===== src/core/watchdog_pkg.sv =====
// Package with the constants, types and register map of the watchdog timeout unit.
package watchdog_pkg;

    // Clock rate of the single system clock, in hertz.
    localparam int CLK_HZ             = 25_000_000;
    // Nominal watchdog period without a postscaler, in milliseconds.
    localparam int BASE_PERIOD_MS     = 18;
    // Nominal watchdog period expressed in system clock cycles.
    localparam int BASE_PERIOD_CYCLES = BASE_PERIOD_MS * (CLK_HZ / 1000);
    // System clock cycles per tick of the modelled dedicated RC oscillator.
    localparam int RC_DIV_CYCLES      = 16;
    // Width of the RC tick divider counter.
    localparam int RC_DIV_W           = 4;
    // Width of the watchdog tick counter.
    localparam int TICK_W             = 20;
    // Width of the postscaler counter, enough for a 1:128 ratio.
    localparam int PS_W               = 7;
    // Width of the postscaler ratio select field.
    localparam int PS_SEL_W           = 3;

    // AXI4-Lite data and address widths.
    localparam int AXI_DATA_W         = 32;
    localparam int AXI_ADDR_W         = 32;
    // AXI response codes.
    localparam logic [1:0] RESP_OKAY   = 2'h0;
    localparam logic [1:0] RESP_SLVERR = 2'h2;

    // Register byte offsets.
    localparam logic [7:0] OFS_CTRL    = 8'h00;
    localparam logic [7:0] OFS_CMD     = 8'h04;
    localparam logic [7:0] OFS_STATUS  = 8'h08;
    localparam logic [7:0] OFS_COUNT   = 8'h0c;

    // Control register field positions.
    localparam int CTRL_PS_ASSIGN_BIT = 0;
    localparam int CTRL_PS_SEL_LSB    = 1;
    // Command register field positions.
    localparam int CMD_CLEAR_BIT      = 0;
    localparam int CMD_SLEEP_BIT      = 1;
    // Status register field positions.
    localparam int STAT_TIMEOUT_BIT   = 0;
    localparam int STAT_ASLEEP_BIT    = 1;
    localparam int STAT_FUSE_BIT      = 2;

    // Control register reset values.
    localparam logic                RST_PS_ASSIGN = 1'b0;
    localparam logic [PS_SEL_W-1:0] RST_PS_SEL    = 3'h0;
    // Timeout flag value after power-on reset.
    localparam logic                RST_TIMEOUT   = 1'b1;

    // Software-visible control fields.
    typedef struct packed {
        logic [PS_SEL_W-1:0] ps_sel;     // Postscaler ratio is 2 to the power ps_sel.
        logic                ps_assign;  // Postscaler is assigned to the watchdog.
    } watchdog_ctrl_t;

    // Processor run state as seen by the watchdog.
    typedef enum logic {
        ST_RUN,
        ST_SLEEP
    } run_state_t;

endpackage : watchdog_pkg


===== src/core/rc_tick_divider.sv =====
// Free-running divider that stands in for the dedicated watchdog RC oscillator.
`timescale 1ns/1ns
`default_nettype none
module rc_tick_divider
    import watchdog_pkg::*;
(
    // Clock and reset.
    input  wire logic clock,
    input  wire logic reset_n,
    // One-cycle tick of the RC time base.
    output logic      rc_tick
);

    logic [RC_DIV_W-1:0] div_cnt_r;  // Cycles since the last tick.

    // The divider ignores sleep and every command so the time base never stops.
    always_ff @(posedge clock or negedge reset_n) begin
        if (!reset_n) begin
            div_cnt_r <= '0;
        end else if (div_cnt_r == RC_DIV_W'(RC_DIV_CYCLES - 1)) begin
            div_cnt_r <= '0;
        end else begin
            div_cnt_r <= div_cnt_r + RC_DIV_W'(1);
        end
    end

    // The tick marks the last cycle of each divider period.
    assign rc_tick = (div_cnt_r == RC_DIV_W'(RC_DIV_CYCLES - 1));

endmodule : rc_tick_divider
`default_nettype wire


===== src/core/watchdog_timeout_unit.sv =====
// Watchdog timeout unit with an AXI4-Lite register port.
//
// The AXI4-Lite slave port and the register offsets are this design's own decisions.
`timescale 1ns/1ns
`default_nettype none
//
// Function
// - Watchdog counts on its own free-running time base.
// - Expiry while running requests a device reset.
// - Expiry while asleep wakes instead of resetting.
// - Cleared enable fuse keeps watchdog fully inactive.
// - Base timeout is about eighteen milliseconds.
// - Software assigns postscaler up to one to 128.
// - Clear and sleep commands restart counter, postscaler.
// - Every expiry clears the timeout flag.
// - Power-on reset sets the timeout flag.
module watchdog_timeout_unit
    import watchdog_pkg::*;
#(
    parameter int BASE_TIMEOUT_CYCLES = BASE_PERIOD_CYCLES  // Base period in clock cycles.
) (
    // Clock and reset.
    input  wire logic                  clock,
    input  wire logic                  reset_n,
    // Configuration fuse and wake sources.
    input  wire logic                  watchdog_enable_fuse,
    input  wire logic                  other_wake,
    // AXI4-Lite write address channel.
    input  wire logic [AXI_ADDR_W-1:0] awaddr,
    input  wire logic [2:0]            awprot,
    input  wire logic                  awvalid,
    output logic                       awready,
    // AXI4-Lite write data channel.
    input  wire logic [AXI_DATA_W-1:0] wdata,
    input  wire logic [3:0]            wstrb,
    input  wire logic                  wvalid,
    output logic                       wready,
    // AXI4-Lite write response channel.
    output logic [1:0]                 bresp,
    output logic                       bvalid,
    input  wire logic                  bready,
    // AXI4-Lite read address channel.
    input  wire logic [AXI_ADDR_W-1:0] araddr,
    input  wire logic [2:0]            arprot,
    input  wire logic                  arvalid,
    output logic                       arready,
    // AXI4-Lite read data channel.
    output logic [AXI_DATA_W-1:0]      rdata,
    output logic [1:0]                 rresp,
    output logic                       rvalid,
    input  wire logic                  rready,
    // Watchdog actions toward the core.
    output logic                       watchdog_reset,
    output logic                       watchdog_wake
);

    // Number of RC ticks in one base watchdog period.
    localparam logic [TICK_W-1:0] TICK_LIMIT = TICK_W'(BASE_TIMEOUT_CYCLES / RC_DIV_CYCLES);

    // Fuse synchroniser stages.
    logic                  fuse_meta_r;     // First stage, read only by the second.
    logic                  fuse_r;          // Synchronised fuse level.
    // Register state.
    watchdog_ctrl_t        ctrl_r;          // Postscaler assignment and ratio.
    logic                  timeout_flag_r;  // Low after a watchdog expiry.
    run_state_t            state_r;         // Running or asleep.
    logic [TICK_W-1:0]     tick_count_r;    // Watchdog counter in RC ticks.
    logic                  reset_out_r;     // Registered reset request.
    logic                  wake_out_r;      // Registered wake request.
    // AXI write side.
    logic                  awready_r;       // Write address channel ready.
    logic                  wready_r;        // Write data channel ready.
    logic                  aw_held_r;       // A write address is held.
    logic                  w_held_r;        // Write data are held.
    logic [7:0]            waddr_r;         // Held write byte address.
    logic [AXI_DATA_W-1:0] wdata_r;         // Held write data.
    logic [3:0]            wstrb_r;         // Held byte enables.
    logic                  bvalid_r;        // Write response valid.
    logic [1:0]            bresp_r;         // Write response code.
    // AXI read side.
    logic                  arready_r;       // Read address channel ready.
    logic                  rvalid_r;        // Read data valid.
    logic [AXI_DATA_W-1:0] rdata_r;         // Read data.
    logic [1:0]            rresp_r;         // Read response code.
    // Internal strobes.
    logic                  rc_tick;         // One tick of the RC time base.
    logic                  wr_go;           // Held write is performed this cycle.
    logic                  wr_hit;          // Held write address is mapped.
    logic                  ctrl_wr;         // Control register is written this cycle.
    logic                  cmd_clear;       // Clear-watchdog instruction strobe.
    logic                  cmd_sleep;       // Sleep instruction strobe.
    logic                  restart;         // Counter and postscaler restart.
    logic                  base_done;       // One base period has elapsed.
    logic                  expiry;          // Full watchdog timeout.
    logic [PS_SEL_W-1:0]   ps_sel_eff;      // Ratio select after assignment.
    logic [PS_W-1:0]       ps_count;        // Postscaler count, for visibility.
    logic [AXI_DATA_W-1:0] rd_mux;          // Read data before registering.
    logic                  rd_hit;          // Read address is mapped.

    // The RC time base runs from reset on, whatever the processor does.
    rc_tick_divider u_rc_tick_divider (
        .clock   (clock),
        .reset_n (reset_n),
        .rc_tick (rc_tick)
    );

    // The fuse pin passes two flip-flops before anything uses it.
    always_ff @(posedge clock or negedge reset_n) begin
        if (!reset_n) begin
            fuse_meta_r <= 1'b0;
            fuse_r      <= 1'b0;
        end else begin
            fuse_meta_r <= watchdog_enable_fuse;
            fuse_r      <= fuse_meta_r;
        end
    end

    // Write decoding: commands are single-cycle strobes from the low byte.
    assign wr_go     = aw_held_r && w_held_r && !bvalid_r;
    assign wr_hit    = (waddr_r == OFS_CTRL) || (waddr_r == OFS_CMD) ||
                       (waddr_r == OFS_STATUS) || (waddr_r == OFS_COUNT);
    assign ctrl_wr   = wr_go && (waddr_r == OFS_CTRL) && wstrb_r[0];
    assign cmd_clear = wr_go && (waddr_r == OFS_CMD) && wstrb_r[0] && wdata_r[CMD_CLEAR_BIT];
    assign cmd_sleep = wr_go && (waddr_r == OFS_CMD) && wstrb_r[0] && wdata_r[CMD_SLEEP_BIT];

    // A base period ends when the last tick arrives and no clear or sleep command is pending.
    assign base_done = fuse_r && rc_tick && !cmd_clear && !cmd_sleep &&
                       (tick_count_r == TICK_LIMIT - TICK_W'(1));
    // Commands, a new ratio, expiry and a cleared fuse all restart the count, so a
    // ratio change can never leave the postscaler above its new limit.
    assign restart   = cmd_clear || cmd_sleep || ctrl_wr || expiry || !fuse_r;
    // An unassigned postscaler behaves as a ratio of one.
    assign ps_sel_eff = ctrl_r.ps_assign ? ctrl_r.ps_sel : RST_PS_SEL;

    // The postscaler stretches the base period by the selected ratio.
    watchdog_postscaler u_watchdog_postscaler (
        .clock   (clock),
        .reset_n (reset_n),
        .clear   (restart),
        .step    (base_done),
        .sel     (ps_sel_eff),
        .done    (expiry),
        .count   (ps_count)
    );

    // Watchdog counter in RC ticks; it is held at zero while the fuse is clear.
    always_ff @(posedge clock or negedge reset_n) begin
        if (!reset_n) begin
            tick_count_r <= '0;
        end else if (restart || base_done) begin
            tick_count_r <= '0;
        end else if (rc_tick) begin
            tick_count_r <= tick_count_r + TICK_W'(1);
        end
    end

    // Run state follows the sleep command and leaves sleep on any wake.
    always_ff @(posedge clock or negedge reset_n) begin
        if (!reset_n) begin
            state_r <= ST_RUN;
        end else begin
            unique case (state_r)
                ST_RUN: begin
                    if (cmd_sleep) begin
                        state_r <= ST_SLEEP;
                    end
                end
                ST_SLEEP: begin
                    if (expiry || other_wake) begin
                        state_r <= ST_RUN;
                    end
                end
            endcase
        end
    end

    // Expiry requests a reset when running and a wake when asleep.
    always_ff @(posedge clock or negedge reset_n) begin
        if (!reset_n) begin
            reset_out_r <= 1'b0;
            wake_out_r  <= 1'b0;
        end else begin
            reset_out_r <= expiry && (state_r == ST_RUN);
            wake_out_r  <= expiry && (state_r == ST_SLEEP);
        end
    end

    // The timeout flag is set only by power-on reset and cleared by expiry.
    always_ff @(posedge clock or negedge reset_n) begin
        if (!reset_n) begin
            timeout_flag_r <= RST_TIMEOUT;
        end else if (expiry) begin
            timeout_flag_r <= 1'b0;
        end
    end

    // Control register write, low byte only.
    always_ff @(posedge clock or negedge reset_n) begin
        if (!reset_n) begin
            ctrl_r.ps_assign <= RST_PS_ASSIGN;
            ctrl_r.ps_sel    <= RST_PS_SEL;
        end else if (ctrl_wr) begin
            ctrl_r.ps_assign <= wdata_r[CTRL_PS_ASSIGN_BIT];
            ctrl_r.ps_sel    <= wdata_r[CTRL_PS_SEL_LSB +: PS_SEL_W];
        end
    end

    // Write address and data are taken independently and held until performed.
    always_ff @(posedge clock or negedge reset_n) begin
        if (!reset_n) begin
            awready_r <= 1'b1;
            wready_r  <= 1'b1;
            aw_held_r <= 1'b0;
            w_held_r  <= 1'b0;
            waddr_r   <= 8'h00;
            wdata_r   <= '0;
            wstrb_r   <= 4'h0;
        end else begin
            // Address channel.
            if (awvalid && awready_r) begin
                aw_held_r <= 1'b1;
                awready_r <= 1'b0;
                waddr_r   <= {awaddr[7:2], 2'b00};
            end else if (wr_go) begin
                aw_held_r <= 1'b0;
            end else if (bvalid_r && bready) begin
                awready_r <= 1'b1;
            end
            // Data channel.
            if (wvalid && wready_r) begin
                w_held_r <= 1'b1;
                wready_r <= 1'b0;
                wdata_r  <= wdata;
                wstrb_r  <= wstrb;
            end else if (wr_go) begin
                w_held_r <= 1'b0;
            end else if (bvalid_r && bready) begin
                wready_r <= 1'b1;
            end
        end
    end

    // Write response: unmapped addresses answer with a slave error.
    always_ff @(posedge clock or negedge reset_n) begin
        if (!reset_n) begin
            bvalid_r <= 1'b0;
            bresp_r  <= RESP_OKAY;
        end else if (wr_go) begin
            bvalid_r <= 1'b1;
            bresp_r  <= wr_hit ? RESP_OKAY : RESP_SLVERR;
        end else if (bvalid_r && bready) begin
            bvalid_r <= 1'b0;
        end
    end

    // Read multiplexer; the command register reads as zero.
    always_comb begin
        rd_mux = '0;
        rd_hit = 1'b1;
        unique case ({araddr[7:2], 2'b00})
            OFS_CTRL: begin
                rd_mux[CTRL_PS_ASSIGN_BIT]             = ctrl_r.ps_assign;
                rd_mux[CTRL_PS_SEL_LSB +: PS_SEL_W]    = ctrl_r.ps_sel;
            end
            OFS_CMD: begin
                rd_mux = '0;
            end
            OFS_STATUS: begin
                rd_mux[STAT_TIMEOUT_BIT] = timeout_flag_r;
                rd_mux[STAT_ASLEEP_BIT]  = (state_r == ST_SLEEP);
                rd_mux[STAT_FUSE_BIT]    = fuse_r;
            end
            OFS_COUNT: begin
                rd_mux[TICK_W-1:0]              = tick_count_r;
                rd_mux[AXI_DATA_W-1 -: PS_W]    = ps_count;
            end
            default: begin
                rd_hit = 1'b0;
            end
        endcase
    end

    // Read channel: one read at a time, answered the cycle after acceptance.
    always_ff @(posedge clock or negedge reset_n) begin
        if (!reset_n) begin
            arready_r <= 1'b1;
            rvalid_r  <= 1'b0;
            rdata_r   <= '0;
            rresp_r   <= RESP_OKAY;
        end else if (arvalid && arready_r) begin
            arready_r <= 1'b0;
            rvalid_r  <= 1'b1;
            rdata_r   <= rd_mux;
            rresp_r   <= rd_hit ? RESP_OKAY : RESP_SLVERR;
        end else if (rvalid_r && rready) begin
            arready_r <= 1'b1;
            rvalid_r  <= 1'b0;
        end
    end

    // Outputs come straight from flip-flops.
    assign awready        = awready_r;
    assign wready         = wready_r;
    assign bvalid         = bvalid_r;
    assign bresp          = bresp_r;
    assign arready        = arready_r;
    assign rvalid         = rvalid_r;
    assign rdata          = rdata_r;
    assign rresp          = rresp_r;
    assign watchdog_reset = reset_out_r;
    assign watchdog_wake  = wake_out_r;

    // A cleared fuse blocks expiry and empties both counters one cycle later.
    AST_FUSE_OFF_QUIET: assert property (
        @(posedge clock) disable iff (!reset_n)
        !fuse_r |-> !expiry ##1 (tick_count_r == '0 && ps_count == '0 &&
                                 !watchdog_reset && !watchdog_wake))
        else $error("watchdog active while fuse clear");

    // Expiry while running gives a one-cycle reset request and no wake.
    AST_RESET_WHEN_RUNNING: assert property (
        @(posedge clock) disable iff (!reset_n)
        expiry && state_r == ST_RUN |=> watchdog_reset && !watchdog_wake ##1 !watchdog_reset)
        else $error("no reset after expiry while running");

    // Expiry while asleep wakes, returns to run and never resets.
    AST_WAKE_WHEN_ASLEEP: assert property (
        @(posedge clock) disable iff (!reset_n)
        expiry && state_r == ST_SLEEP |=> watchdog_wake && !watchdog_reset && state_r == ST_RUN)
        else $error("no wake after expiry while asleep");

    // Each expiry leaves the timeout flag clear.
    AST_FLAG_CLEARED: assert property (
        @(posedge clock) disable iff (!reset_n)
        expiry |=> !timeout_flag_r)
        else $error("timeout flag not cleared by expiry");

    // Once clear, the flag stays clear until the next power-on reset.
    AST_FLAG_ONLY_BY_POR: assert property (
        @(posedge clock) disable iff (!reset_n)
        !timeout_flag_r |=> !timeout_flag_r)
        else $error("timeout flag set without power-on reset");

    // A command empties both counters and blocks expiry in that cycle.
    AST_CMD_RESTARTS: assert property (
        @(posedge clock) disable iff (!reset_n)
        (cmd_clear || cmd_sleep) |-> !expiry ##1 (tick_count_r == '0 && ps_count == '0))
        else $error("command did not restart the watchdog");

    // After an expiry both counters start again from zero.
    AST_RESTART_AFTER_EXPIRY: assert property (
        @(posedge clock) disable iff (!reset_n)
        expiry |=> (tick_count_r == '0 && ps_count == '0))
        else $error("counters not restarted after expiry");

    // Unassigned postscaler: every base period is an expiry.
    AST_RATIO_ONE: assert property (
        @(posedge clock) disable iff (!reset_n)
        !ctrl_r.ps_assign |-> (expiry == base_done))
        else $error("unassigned postscaler is not one to one");

    // The postscaler count stays below the selected ratio.
    AST_PS_BOUND: assert property (
        @(posedge clock) disable iff (!reset_n)
        ps_count <= PS_W'((8'h01 << ps_sel_eff) - 8'h01))
        else $error("postscaler count beyond ratio");

    // The tick counter never passes the base period.
    AST_BASE_BOUND: assert property (
        @(posedge clock) disable iff (!reset_n)
        tick_count_r < TICK_LIMIT)
        else $error("tick counter beyond base period");

    // The time base keeps ticking while asleep.
    AST_TICK_IN_SLEEP: assert property (
        @(posedge clock) disable iff (!reset_n)
        rc_tick |=> !rc_tick ##15 rc_tick)
        else $error("time base stalled");

endmodule : watchdog_timeout_unit
`default_nettype wire


===== src/core/wdt_postscaler.sv =====
// Power-of-two postscaler that stretches the watchdog base period.
`timescale 1ns/1ns
`default_nettype none
module watchdog_postscaler
    import watchdog_pkg::*;
(
    // Clock and reset.
    input  wire logic                clock,
    input  wire logic                reset_n,
    // Control from the watchdog core.
    input  wire logic                clear,
    input  wire logic                step,
    input  wire logic [PS_SEL_W-1:0] sel,
    // Status back to the watchdog core.
    output logic                     done,
    output logic [PS_W-1:0]          count
);

    logic [PS_W-1:0] cnt_r;  // Base periods counted so far.
    logic [PS_W-1:0] limit;  // Last count value before the ratio is met.

    // A ratio of 2 to the power sel ends at a count of all ones in sel bits.
    assign limit = PS_W'((8'h01 << sel) - 8'h01);
    assign done  = step && (cnt_r == limit);
    assign count = cnt_r;

    // Clearing takes priority so commands always restart the whole chain.
    always_ff @(posedge clock or negedge reset_n) begin
        if (!reset_n) begin
            cnt_r <= '0;
        end else if (clear || done) begin
            cnt_r <= '0;
        end else if (step) begin
            cnt_r <= cnt_r + PS_W'(1);
        end
    end

endmodule : watchdog_postscaler
`default_nettype wire


===== config.mk =====
export PLATFORM = sky130hd
export DESIGN_NAME = watchdog_timeout_unit
export DESIGN_NICKNAME = d
export VERILOG_FILES = /design/src/core/watchdog_pkg.sv /design/src/core/rc_tick_divider.sv /design/src/core/watchdog_timeout_unit.sv /design/src/core/wdt_postscaler.sv
export SDC_FILE = /design/constraint.sdc
export NUM_CORES = 1
export LEC_CHECK = 0
export BUFFER_PORTS_ARGS = -buffer_cell sky130_fd_sc_hd__buf_4
export CORE_UTILIZATION = 53
export CTS_CLUSTER_DIAMETER = 50
export CTS_CLUSTER_SIZE = 20
export DETAILED_ROUTE_END_ITERATION = 6
export GPL_TIMING_DRIVEN = 0
export PLACE_DENSITY = 0.92
export SYNTH_ARGS = -nofsm -noshare
export SYNTH_HDL_FRONTEND = slang
export SYNTH_SLANG_ARGS = --single-unit

===== constraint.sdc =====
create_clock -name clock -period 4.3 [get_ports clock]
set_input_delay 0.645 -clock clock [delete_from_list [all_inputs] [get_ports clock]]
set_output_delay 0.645 -clock clock [all_outputs]
set_load 0.03 [all_outputs]

==> qor.csv, run 1 <==
stage;metric;value;unit
status;status;complete, no violations;
power_and_ir_drop;power.internal;1.29;mW
cts;cts_resized;0;
floorplanning;start_util;0.558;
power_and_ir_drop;p_leak;2.25;nW
run;maxCapViolations;0;
layout;layout.nets;574;
worst_setup_path;startpoint_type;flip-flop;
layout;instances_no_fill;558;
sta;slew_violations;0;
layout;drive_gt1_frac;0.261;
detailed_routing;antenna_left;0;
synth;ys_ff_latch;88;
power_and_ir_drop;finalPower;1.83;mW
floorplanning;boundaryPins;158;
floorplanning;rows;31;
global_route;grt_start_max_net_pins;89;
detailed_routing;wl_per_cell;15.3;um
placed_design;routabilityCongestion;0.843;
synth;ys_seq_area_frac;0.536;
floorplanning;dieArea;8120;um2
sta;maxSlewHeadroom;0.287;
placed_design;dp_hpwl;6.29;mm
synth;synthCells;376;
detailed_routing;drc_errors;0;
worst_setup_path;endpoint_kind;flip-flop;
sta;hold_viol;0;
detailed_routing;detail_route.first_pass.iterations;4;
worst_setup_path;critPathArrivalTime;3260;ps
worst_setup_path;cp_max_fo;10;
power_and_ir_drop;p_seq_frac;0.544;
synth;ys.flop_type;dfrtp_1;
sta;fin_crit_sh;0.711;
synth;synth-edff-count;0;
global_route;grt.total_usage;0.224;
global_route;antenna_found_initial;0;
synth;synth_top_area_frac;0.511;
cts;path_clk_slew;80;ps
sta;setup_viol;0;
placed_design;dp.cells;542;
cts;clkSinkCount;88;
synth;synth_most_common_cell;dfrtp_1;
synth;synthDistinctLibCells;56;
synth;syn_area;4110;um2
global_route;grt_pass1_wl;14.3;mm
cts;postCtsSetupRepairBufs;0;
sta;tns;0;ps
worst_hold_path;hp-class;flip-flop to flip-flop;
synth;synth_largest_area_cell;dfrtp_1;
detailed_routing;via_count;3202;
power_and_ir_drop;comb_power_share;0.183;
placed_design;io_buffers;61;
cts;cts_tree;built;
power_and_ir_drop;max-vdd-ir-drop;0.345;mV
power_and_ir_drop;switching_share;0.296;
floorplanning;dieWidth;90.1;um
worst_setup_path;timing.critical_path.required;4500;ps
worst_setup_path;rr_worst_depth;8;
synth;yosysWarningCount;0;
sta;tightest_slew;1060;ps
power_and_ir_drop;p_switching;543;uW
worst_setup_path;critPathKind;flip-flop to flip-flop;
global_route;grt_pass1_vias;3054;
cts;postCtsHoldBufs;0;
cts;numCtsBuffers;9;
synth;synth_async_sr_flop_share;1.00;
floorplanning;core_region_area;7370;um2
sta;whs;352;ps
power_and_ir_drop;p_per_area;376;nW/um2
cts;clk_latency;360;ps
layout;areaGrowthSynthToFinish;18.7;%
sta;rsz0062_at_grt;no;
sta;final.min_clock_period;3060;ps
cts;cts_max_level;3;
detailed_routing;wl;8.53;mm
detailed_routing;viasPerCell;5.74;
cts;clockBufferDepth;2;
layout;antennaDiodeCount;0;
global_route;grt_overflow;0;
synth;synth_top_cells_by_count;dfrtp_1 (84), nand2_1 (33), nor2_1 (26), a22o_1 (22), mux2_2 (18);
power_and_ir_drop;clkPwrFrac;0.273;
detailed_routing;first_iter_violations;191;
cts;cts-root-buf;clkbuf_8;
sta;skew;11.3;ps
synth;synth.top_cells.by_area;dfrtp_1 (51%), mux2_2 (4.9%), a22o_1 (4.7%), nand2_1 (3.0%), xnor2_1 (2.8%);
sta;max_freq;327;MHz
floorplanning;die_h;90.1;um
synth;syn_area_per_cell;10.9;um2
worst_hold_path;hold_depth;0;
-- kinds of logic (layout without fill, tap and decap cells) --
logic type	Yosys count	in the layout	synth area share
buffers and inverters	32	109	0.0404
AND/OR/NAND/NOR	139	139	0.184
AO/OA/AOI/OAI	64	64	0.111
XOR/XNOR	25	25	0.0532
adder cells (fa/ha/maj)	5	5	0.0152
flip-flops	88	88	0.536
multiplexers	22	22	0.0590
other	1	7	0.000912
-- critical path, cell delays in order, from the launching register on --
cell	delay, ps
dfrtp_1	400
clkbuf_1	230
o31a_1	350
ha_1	260
nor3b_1	310
o2111a_1	250
a211oi_1	70
nor4_1	920
nor3_1	110
-- sequential cells by signal, summed over array words and instances (netlist names) --
name and flops:
u_watchdog_postscaler.count 7, rdata 27, watchdog_reset 1, awready 1, w_held_r 1, wstrb_r 1
wready 1, watchdog_wake 1, fuse_meta_r 1, rvalid 1, rresp 1, aw_held_r 1
bresp 1, u_rc_tick_divider.div_cnt_r 4, wdata_r 4, bvalid 1, arready 1, waddr_r 6
ctrl_r 4, timeout_flag_r 1, fuse_r 1, tick_count_r 20, state_r 1
-- power groups by stage --
stage | logic [mW] | clock network (mW) | registers, mW
floorplan | 0.180 | 0 | 1.04
global placement | 0.323 | 0 | 1.00
detailed placement | 0.340 | 0 | 1.01
CTS | 0.339 | 0.508 | 0.999
global route | 0.365 | 0.542 | 1.01
finish | 0.336 | 0.501 | 0.998
-- path summary, 6_finish.rpt --
check / endpoint / start / slack [ps]
worst max register to register: u_watchdog_postscaler.count[1] / ctrl_r[2] / 1240
worst max-delay path: u_watchdog_postscaler.count[1] / ctrl_r[2] / 1240
worst min-delay path: fuse_r / fuse_meta_r / 350
max in group asynchronous: u_watchdog_postscaler.count[6] / reset_n / 3190
worst min register to register: fuse_r / fuse_meta_r / 350
min in group asynchronous: rdata[16] / reset_n / 460
-- final cells by class --
cell class / instances / area [um2]
repair buffers: 61 / 458
inverters: 10 / 37.5
fillers: 561 / 2480
clock inverters: 5 / 35.0
plain buffers: 22 / 129
multi-input cells: 262 / 1760
clock buffers: 11 / 131
well taps: 99 / 124
flip-flops and latches: 88 / 2210
-- per-stage QoR --
stage / cell area, um2 / utilization / setup slack [ps]
6_report: 4880 / 0.663 / 1240
5_1_grt: 4880 / 0.663 / 920
4_1_cts: 4880 / 0.663 / 1240
3_5_place_dp: 4720 / 0.640 / 1250
3_3_place_gp: 4720 / 0.640 / 1400
2_1_floorplan: 4140 / - / 1770
-- per-layer routing --
metal | GRT usage | share of wire | up-vias | wire length (um)
li1 | - | - | 1505 | -
met1 | 0.289 | 0.43 | 1570 | 3640
met2 | 0.359 | 0.49 | 113 | 4140
met3 | 0.0533 | 0.074 | 14 | 629
met4 | 0.105 | 0.014 | 0 | 123
met5 | 0 | 0 | - | 0
-- layout by cell type, fill, tap and decap left out, types with 2 or more instances in the layout --
cell,instances
clkbuf_1,11
inv_1,10
mux2i_1,4
nor4b_1,2
nand4_1,6
nor4_1,12
mux2_2,18
xnor2_1,13
clkinv_2,2
buf_6,2
clkinv_4,2
and3_1,6
and2_1,3
nand3_1,15
dfstp_2,4
or3_1,8
conb_1,7
buf_2,3
a21oi_1,7
nor3_1,6
nor3b_1,2
nand2_1,33
a22oi_1,3
a22o_1,22
a211oi_1,5
or4_1,3
ha_1,5
nand2b_1,2
buf_4,68
o21ai_0,17
nor4bb_1,2
xor2_1,12
clkbuf_8,9
nor2_1,26
dfrtp_1,84
No activity file was read; power rests on OpenSTA's default activity.
==> run 2, diff against run 1 <==
- CORE_UTILIZATION: 53 -> 49
- PLACE_DENSITY: 0.92 -> 0.86
- clock period: 4.3 -> 3.2 ns (I/O delays scaled with it)
==> run 2 against run 1 <==
  * Sequential power up 34%
  * Global-route usage fell by 1.4 points
  * Flip-flop and latch count stayed put
  * Critical endpoint is now state_r
==> qor.csv, run 2 (synthesis results as in run 1) <==
stage;metric;value;unit;change
status;status;complete, no violations;;unchanged
detailed_routing;antenna_left;0;;unchanged
detailed_routing;detail_route.first_pass.iterations;4;;unchanged
placed_design;dp_hpwl;6.19;mm;was 6.29 mm
layout;ff_latch_area;2210;um2;unchanged
detailed_routing;via_count;3186;;was 3202
power_and_ir_drop;max-vdd-ir-drop;0.431;mV;was 0.345 mV
power_and_ir_drop;p_leak;2.28;nW;was 2.25 nW
sta;maxSlewHeadroom;0.290;;was 0.287
floorplanning;core_region_area;8180;um2;was 7370 um2
global_route;grt_start_max_net_pins;89;;unchanged
floorplanning;dieArea;8770;um2;was 8120 um2
sta;max_freq;360;MHz;was 327 MHz
cts;cts_tree;built;;unchanged
worst_setup_path;cp_max_fo;7;;was 10
cts;cts-root-buf;clkbuf_8;;unchanged
floorplanning;start_util;0.503;;was 0.558
power_and_ir_drop;finalPower;2.66;mW;was 1.83 mW
sta;tightest_slew;1060;ps;about the same
sta;hold_viol;0;;unchanged
sta;fin_crit_sh;0.867;;was 0.711
power_and_ir_drop;comb_power_share;0.170;;was 0.183
layout;fill_cells;667;;was 561
layout;drive_gt1_frac;0.266;;was 0.261
floorplanning;rows;33;;was 31
global_route;antenna_found_initial;0;;unchanged
worst_setup_path;endpoint_kind;flip-flop;;unchanged
worst_hold_path;hp-class;input port to flip-flop;;was flip-flop to flip-flop
layout;multi_input_area;1770;um2;was 1760 um2
sta;setup_viol;0;;unchanged
layout;largest_reg_flops;27;;unchanged
detailed_routing;wl;8.53;mm;about the same
global_route;grt_pass1_wl;14.1;mm;was 14.3 mm
floorplanning;boundaryPins;158;;unchanged
detailed_routing;viasPerCell;5.65;;was 5.74
detailed_routing;wl_per_cell;15.1;um;was 15.3 um
global_route;grt.total_usage;0.210;;was 0.224
layout;layout.nets;574;;unchanged
worst_setup_path;startpoint_type;flip-flop;;unchanged
floorplanning;die_h;93.6;um;was 90.1 um
cts;clk_latency;350;ps;was 360 ps
cts;clockBufferDepth;2;;unchanged
cts;numCtsBuffers;9;;unchanged
floorplanning;dieWidth;93.6;um;was 90.1 um
power_and_ir_drop;switching_share;0.271;;was 0.296
placed_design;routabilityCongestion;0.865;;was 0.843
layout;final_cell_mix;dfrtp_1 (84), buf_4 (68), nand2_1 (33), nor2_1 (26), a22o_1 (22);;unchanged
layout;mostFrequentLayoutCell;dfrtp_1;;unchanged
cts;cts_max_level;3;;unchanged
global_route;grt_pass1_vias;3047;;was 3054
placed_design;io_buffers;61;;unchanged
power_and_ir_drop;p_seq_frac;0.505;;was 0.544
power_and_ir_drop;p_switching;719;uW;was 543 uW
cts;path_clk_slew;80;ps;about the same
detailed_routing;first_iter_violations;157;;was 191
sta;slew_violations;0;;unchanged
worst_setup_path;critPathKind;flip-flop to flip-flop;;unchanged
worst_setup_path;timing.critical_path.required;3420;ps;was 4500 ps
layout;antennaDiodeCount;0;;unchanged
power_and_ir_drop;power.internal;1.94;mW;was 1.29 mW
sta;tns;0;ps;unchanged
global_route;grt_overflow;0;;unchanged
run;maxCapViolations;0;;unchanged
worst_setup_path;critPathArrivalTime;3000;ps;was 3260 ps
power_and_ir_drop;clkPwrFrac;0.325;;was 0.273
sta;rsz0062_at_grt;no;;unchanged
sta;skew;9.81;ps;was 11.3 ps
cts;clkSinkCount;88;;unchanged
detailed_routing;drc_errors;0;;unchanged
layout;areaGrowthSynthToFinish;20.7;%;was 18.7%
sta;final.min_clock_period;2780;ps;was 3060 ps
power_and_ir_drop;p_per_area;535;nW/um2;was 376 nW/um2
-- run 2: changes by cell type in the layout (fill, tap and decap cells not counted) --
cell and delta:
clkinv_2 -2, clkbuf_1 -1, nor4_1 -1, clkbuf_8 +2
bufinv_16 +2, nor4_2 +1, clkinv_4 -1
-- run 2: area by class of cell --
type / count / area share
clock inverter: 4 / 0.0154
timing repair buffer: 61 / 0.0923
clock buffer: 12 / 0.0313
multi-input combinational: 262 / 0.356
inverter: 10 / 0.00756
tap: 105 / 0.0265
sequential: 88 / 0.445
buffer: 22 / 0.0260
-- run 2: metrics by stage --
step	utilization	std cells	instance area [um2]	setup slack, ps	hold WS (ps)
5_1_grt	0.607	564	4960	270	212
3_3_place_gp	0.578	548	4730	312	332
3_5_place_dp	0.578	548	4730	216	350
6_report	0.607	564	4960	425	240
4_1_cts	0.606	564	4960	173	221
2_1_floorplan	-	382	4140	670	184
-- run 2: final timing paths --
path                                    end  depth (start not counted)                 start  slack, ps
worst max-delay path                state_r                          7       tick_count_r[0]        420
worst min-delay path            fuse_meta_r                          1  watchdog_enable_fuse        240
worst max register to register      state_r                          7       tick_count_r[0]        420
worst min register to register       fuse_r                          0           fuse_meta_r        360
max in group asynchronous         rdata[25]                          1               reset_n       2200
min in group asynchronous        waddr_r[3]                          1               reset_n        300
-- run 2: routing by layer --
layer / share of wire / GRT usage / up-vias
li1: - / - / 1497
met1: 0.45 / 0.275 / 1561
met2: 0.47 / 0.336 / 116
met3: 0.064 / 0.0650 / 12
met4: 0.011 / 0.0615 / 0
met5: 0 / 0 / -
-- run 2: worst max-delay path, stage by stage (launching register included) --
cell     delay (ps)
dfrtp_1         460
inv_1           110
ha_1            160
or4b_4          460
or3_1           350
or4_1           540
nor4_2          400
o21ai_0         160
-- run 2: what timing repair did --
item | 4_1_cts | 5_1_grt
buffers inserted | 0 | 0
hold buffers | 0 | 0
endpoints found under the setup margin | 0 | 7
gates resized for setup | 0 | 1
-- run 2: power groups by stage --
| stage | clock [mW] | sequential (mW) | combinational [mW] |
|---|---|---|---|
| after floorplan | 0 | 1.40 | 0.242 |
| after global placement | 0 | 1.35 | 0.434 |
| after detailed placement | 0 | 1.36 | 0.453 |
| after CTS | 0.881 | 1.34 | 0.456 |
| after global routing | 0.934 | 1.36 | 0.495 |
| final | 0.863 | 1.34 | 0.452 |
==> run 3, diff against run 2 <==
- BUFFER_PORTS_ARGS: -buffer_cell sky130_fd_sc_hd__buf_4 -> not set
- CORE_ASPECT_RATIO: not set -> 1.1
- CORE_UTILIZATION: 49 -> 57
- DONT_BUFFER_PORTS: not set -> 1
- PLACE_DENSITY: 0.86 -> 0.78
==> run 3 against run 2 <==
  * First-iteration DRC count shrank 22%
  * Maximum frequency shrank 0.24%
  * Highest routed layer unchanged
  * Register-to-register slack is essentially flat
==> qor.csv, run 3 (synthesis results as in run 1) <==
stage;metric;value;unit;change
power_and_ir_drop;power.internal;1.71;mW;was 1.94 mW
power_and_ir_drop;clkPwrFrac;0.295;;was 0.325
global_route;grt_start_max_net_pins;89;;unchanged
worst_setup_path;crit_path_top_delay_cell;or4_1;;unchanged
detailed_routing;viasPerCell;5.96;;was 5.65
floorplanning;die_h;91.1;um;was 93.6 um
worst_setup_path;startpoint_type;flip-flop;;unchanged
detailed_routing;drc_errors;0;;unchanged
layout;areaGrowthSynthToFinish;8.52;%;was 20.7%
cts;cts_max_level;3;;unchanged
layout;layout.nets;514;;was 574
cts;numCtsBuffers;9;;unchanged
sta;final.min_clock_period;2780;ps;about the same
worst_setup_path;critPathArrivalTime;3000;ps;about the same
floorplanning;dieArea;7560;um2;was 8770 um2
power_and_ir_drop;switching_share;0.296;;was 0.271
floorplanning;dieWidth;83;um;was 93.6 um
sta;max_freq;359;MHz;was 360 MHz
global_route;grt.total_usage;0.223;;was 0.210
worst_hold_path;hp-class;input port to async pin;;was input port to flip-flop
placed_design;io_buffers;0;;was 61
detailed_routing;via_count;2883;;was 3186
sta;skew;9.23;ps;was 9.81 ps
power_and_ir_drop;max-vdd-ir-drop;0.483;mV;was 0.431 mV
layout;antennaDiodeCount;0;;unchanged
sta;maxSlewHeadroom;0.454;;was 0.290
cts;clk_latency;350;ps;about the same
status;status;complete, no violations;;unchanged
power_and_ir_drop;p_leak;1.96;nW;was 2.28 nW
global_route;antenna_found_initial;0;;unchanged
global_route;grt_pass1_vias;2835;;was 3047
sta;hold_viol;0;;unchanged
worst_setup_path;worstReg2RegEnd;state_r;;unchanged
power_and_ir_drop;p_seq_frac;0.579;;was 0.505
placed_design;dp_hpwl;5.76;mm;was 6.19 mm
floorplanning;core_region_area;7010;um2;was 8180 um2
layout;largest_reg_flops;27;;unchanged
worst_setup_path;critPathKind;flip-flop to flip-flop;;unchanged
detailed_routing;antenna_left;0;;unchanged
cts;postCtsSetupRepairBufs;0;;unchanged
sta;tightest_slew;812;ps;was 1060 ps
global_route;grt_pass1_wl;13.3;mm;was 14.1 mm
floorplanning;boundaryPins;158;;unchanged
worst_setup_path;endpoint_kind;flip-flop;;unchanged
worst_setup_path;rr_worst_depth;7;;unchanged
power_and_ir_drop;comb_power_share;0.126;;was 0.170
sta;setup_viol;0;;unchanged
worst_setup_path;r2r_setup_slack;420;ps;about the same
power_and_ir_drop;p_switching;718;uW;was 719 uW
cts;clockBufferDepth;2;;unchanged
worst_setup_path;critical_path.cell_chain;inv_1 > ha_1 > or4b_4 > or3_1 > or4_1 > nor4_2 > o21ai_0;;unchanged
detailed_routing;wl;7.97;mm;was 8.53 mm
detailed_routing;first_iter_violations;123;;was 157
cts;cts_tree;built;;unchanged
worst_setup_path;timing.critical_path.required;3410;ps;was 3420 ps
power_and_ir_drop;finalPower;2.43;mW;was 2.66 mW
cts;cts-root-buf;clkbuf_8;;unchanged
floorplanning;start_util;0.587;;was 0.503
detailed_routing;detail_route.first_pass.iterations;4;;unchanged
sta;fin_crit_sh;0.869;;was 0.867
cts;path_clk_slew;90;ps;was 80 ps
power_and_ir_drop;p_per_area;544;nW/um2;was 535 nW/um2
sta;rsz0062_at_grt;no;;unchanged
detailed_routing;wl_per_cell;16.5;um;was 15.1 um
sta;tns;0;ps;unchanged
layout;fin_util;0.637;;was 0.607
layout;mostFrequentLayoutCell;dfrtp_1;;unchanged
placed_design;routabilityCongestion;0.817;;was 0.865
worst_setup_path;slowest_delay;550;ps;was 540 ps
sta;slew_violations;0;;unchanged
worst_setup_path;cp_max_fo;7;;unchanged
worst_setup_path;r2r_start;tick_count_r[0];;unchanged
layout;final_cell_mix;dfrtp_1 (84), nand2_1 (33), nor2_1 (26), a22o_1 (22), mux2_2 (18);;was dfrtp_1 (84), buf_4 (68), nand2_1 (33), nor2_1 (26), a22o_1 (22)
run;maxCapViolations;0;;unchanged
cts;clkSinkCount;88;;unchanged
floorplanning;rows;32;;was 33
layout;drive_gt1_frac;0.158;;was 0.266
global_route;grt_overflow;0;;unchanged
## run 3: area by class of cell
class	count	area, um2
Timing Repair Buffer	1	27.5
Sequential cell	88	2210
Buffer	22	129
Clock inverter	6	50.0
Fill cell	569	2540
Inverter	10	37.5
Clock buffer	10	138
Multi-Input combinational cell	262	1770
Tap cell	85	106
## run 3: layer usage
metal,global-route usage,up-vias,routed length (um)
met5,0,-,0
li1,-,1387,-
met3,0.0582,11,439
met1,0.286,1392,3560
met2,0.365,93,3840
met4,0.0819,0,127
## run 3: critical path: cells and delay by family (launching register included)
| family | cells | cell delay (ps) |
|---|---|---|
| adder cells (fa/ha/maj) | 1 | 170 |
| AO/OA/AOI/OAI | 1 | 150 |
| flip-flops | 1 | 460 |
| AND/OR/NAND/NOR | 4 | 1750 |
| buffers and inverters | 1 | 110 |
## run 3: worst max path at each step
stage | startpoint | end | slack (ps) | depth (start not counted)
floorplan | ctrl_r[2] | u_watchdog_postscaler.count[0] | 670 | 8
global placement | ctrl_r[3] | u_watchdog_postscaler.count[1] | 300 | 8
detailed placement | ctrl_r[2] | u_watchdog_postscaler.count[0] | 110 | 8
CTS | ctrl_r[2] | u_watchdog_postscaler.count[0] | 90 | 8
global route | ctrl_r[3] | u_watchdog_postscaler.count[1] | 210 | 8
finish | tick_count_r[0] | state_r | 420 | 7
## run 3: stage by stage
| step | area, um2 | worst slack [ps] | cells | hold WS, ps |
|---|---|---|---|---|
| after floorplan | 4140 | 670 | 382 | 184 |
| after global placement | 4240 | 303 | 467 | 187 |
| after detailed placement | 4240 | 110 | 467 | 186 |
| after CTS | 4460 | 91.6 | 484 | 38.4 |
| after global routing | 4460 | 215 | 484 | 51.1 |
| final | 4460 | 418 | 484 | 33.5 |
## run 3: repair_timing
item	CTS	global route
hold buffers	1	0
gates resized for setup	0	1
endpoints found under the hold margin	88	0
endpoints found under the setup margin	0	7
## run 3: power by group through the flow
stage	logic, mW	registers [mW]	clock network [mW]
6_report	0.305	1.41	0.716
5_1_grt	0.343	1.42	0.772
4_1_cts	0.309	1.41	0.731
3_5_place_dp	0.283	1.43	0
3_3_place_gp	0.270	1.42	0
2_1_floorplan	0.242	1.40	0
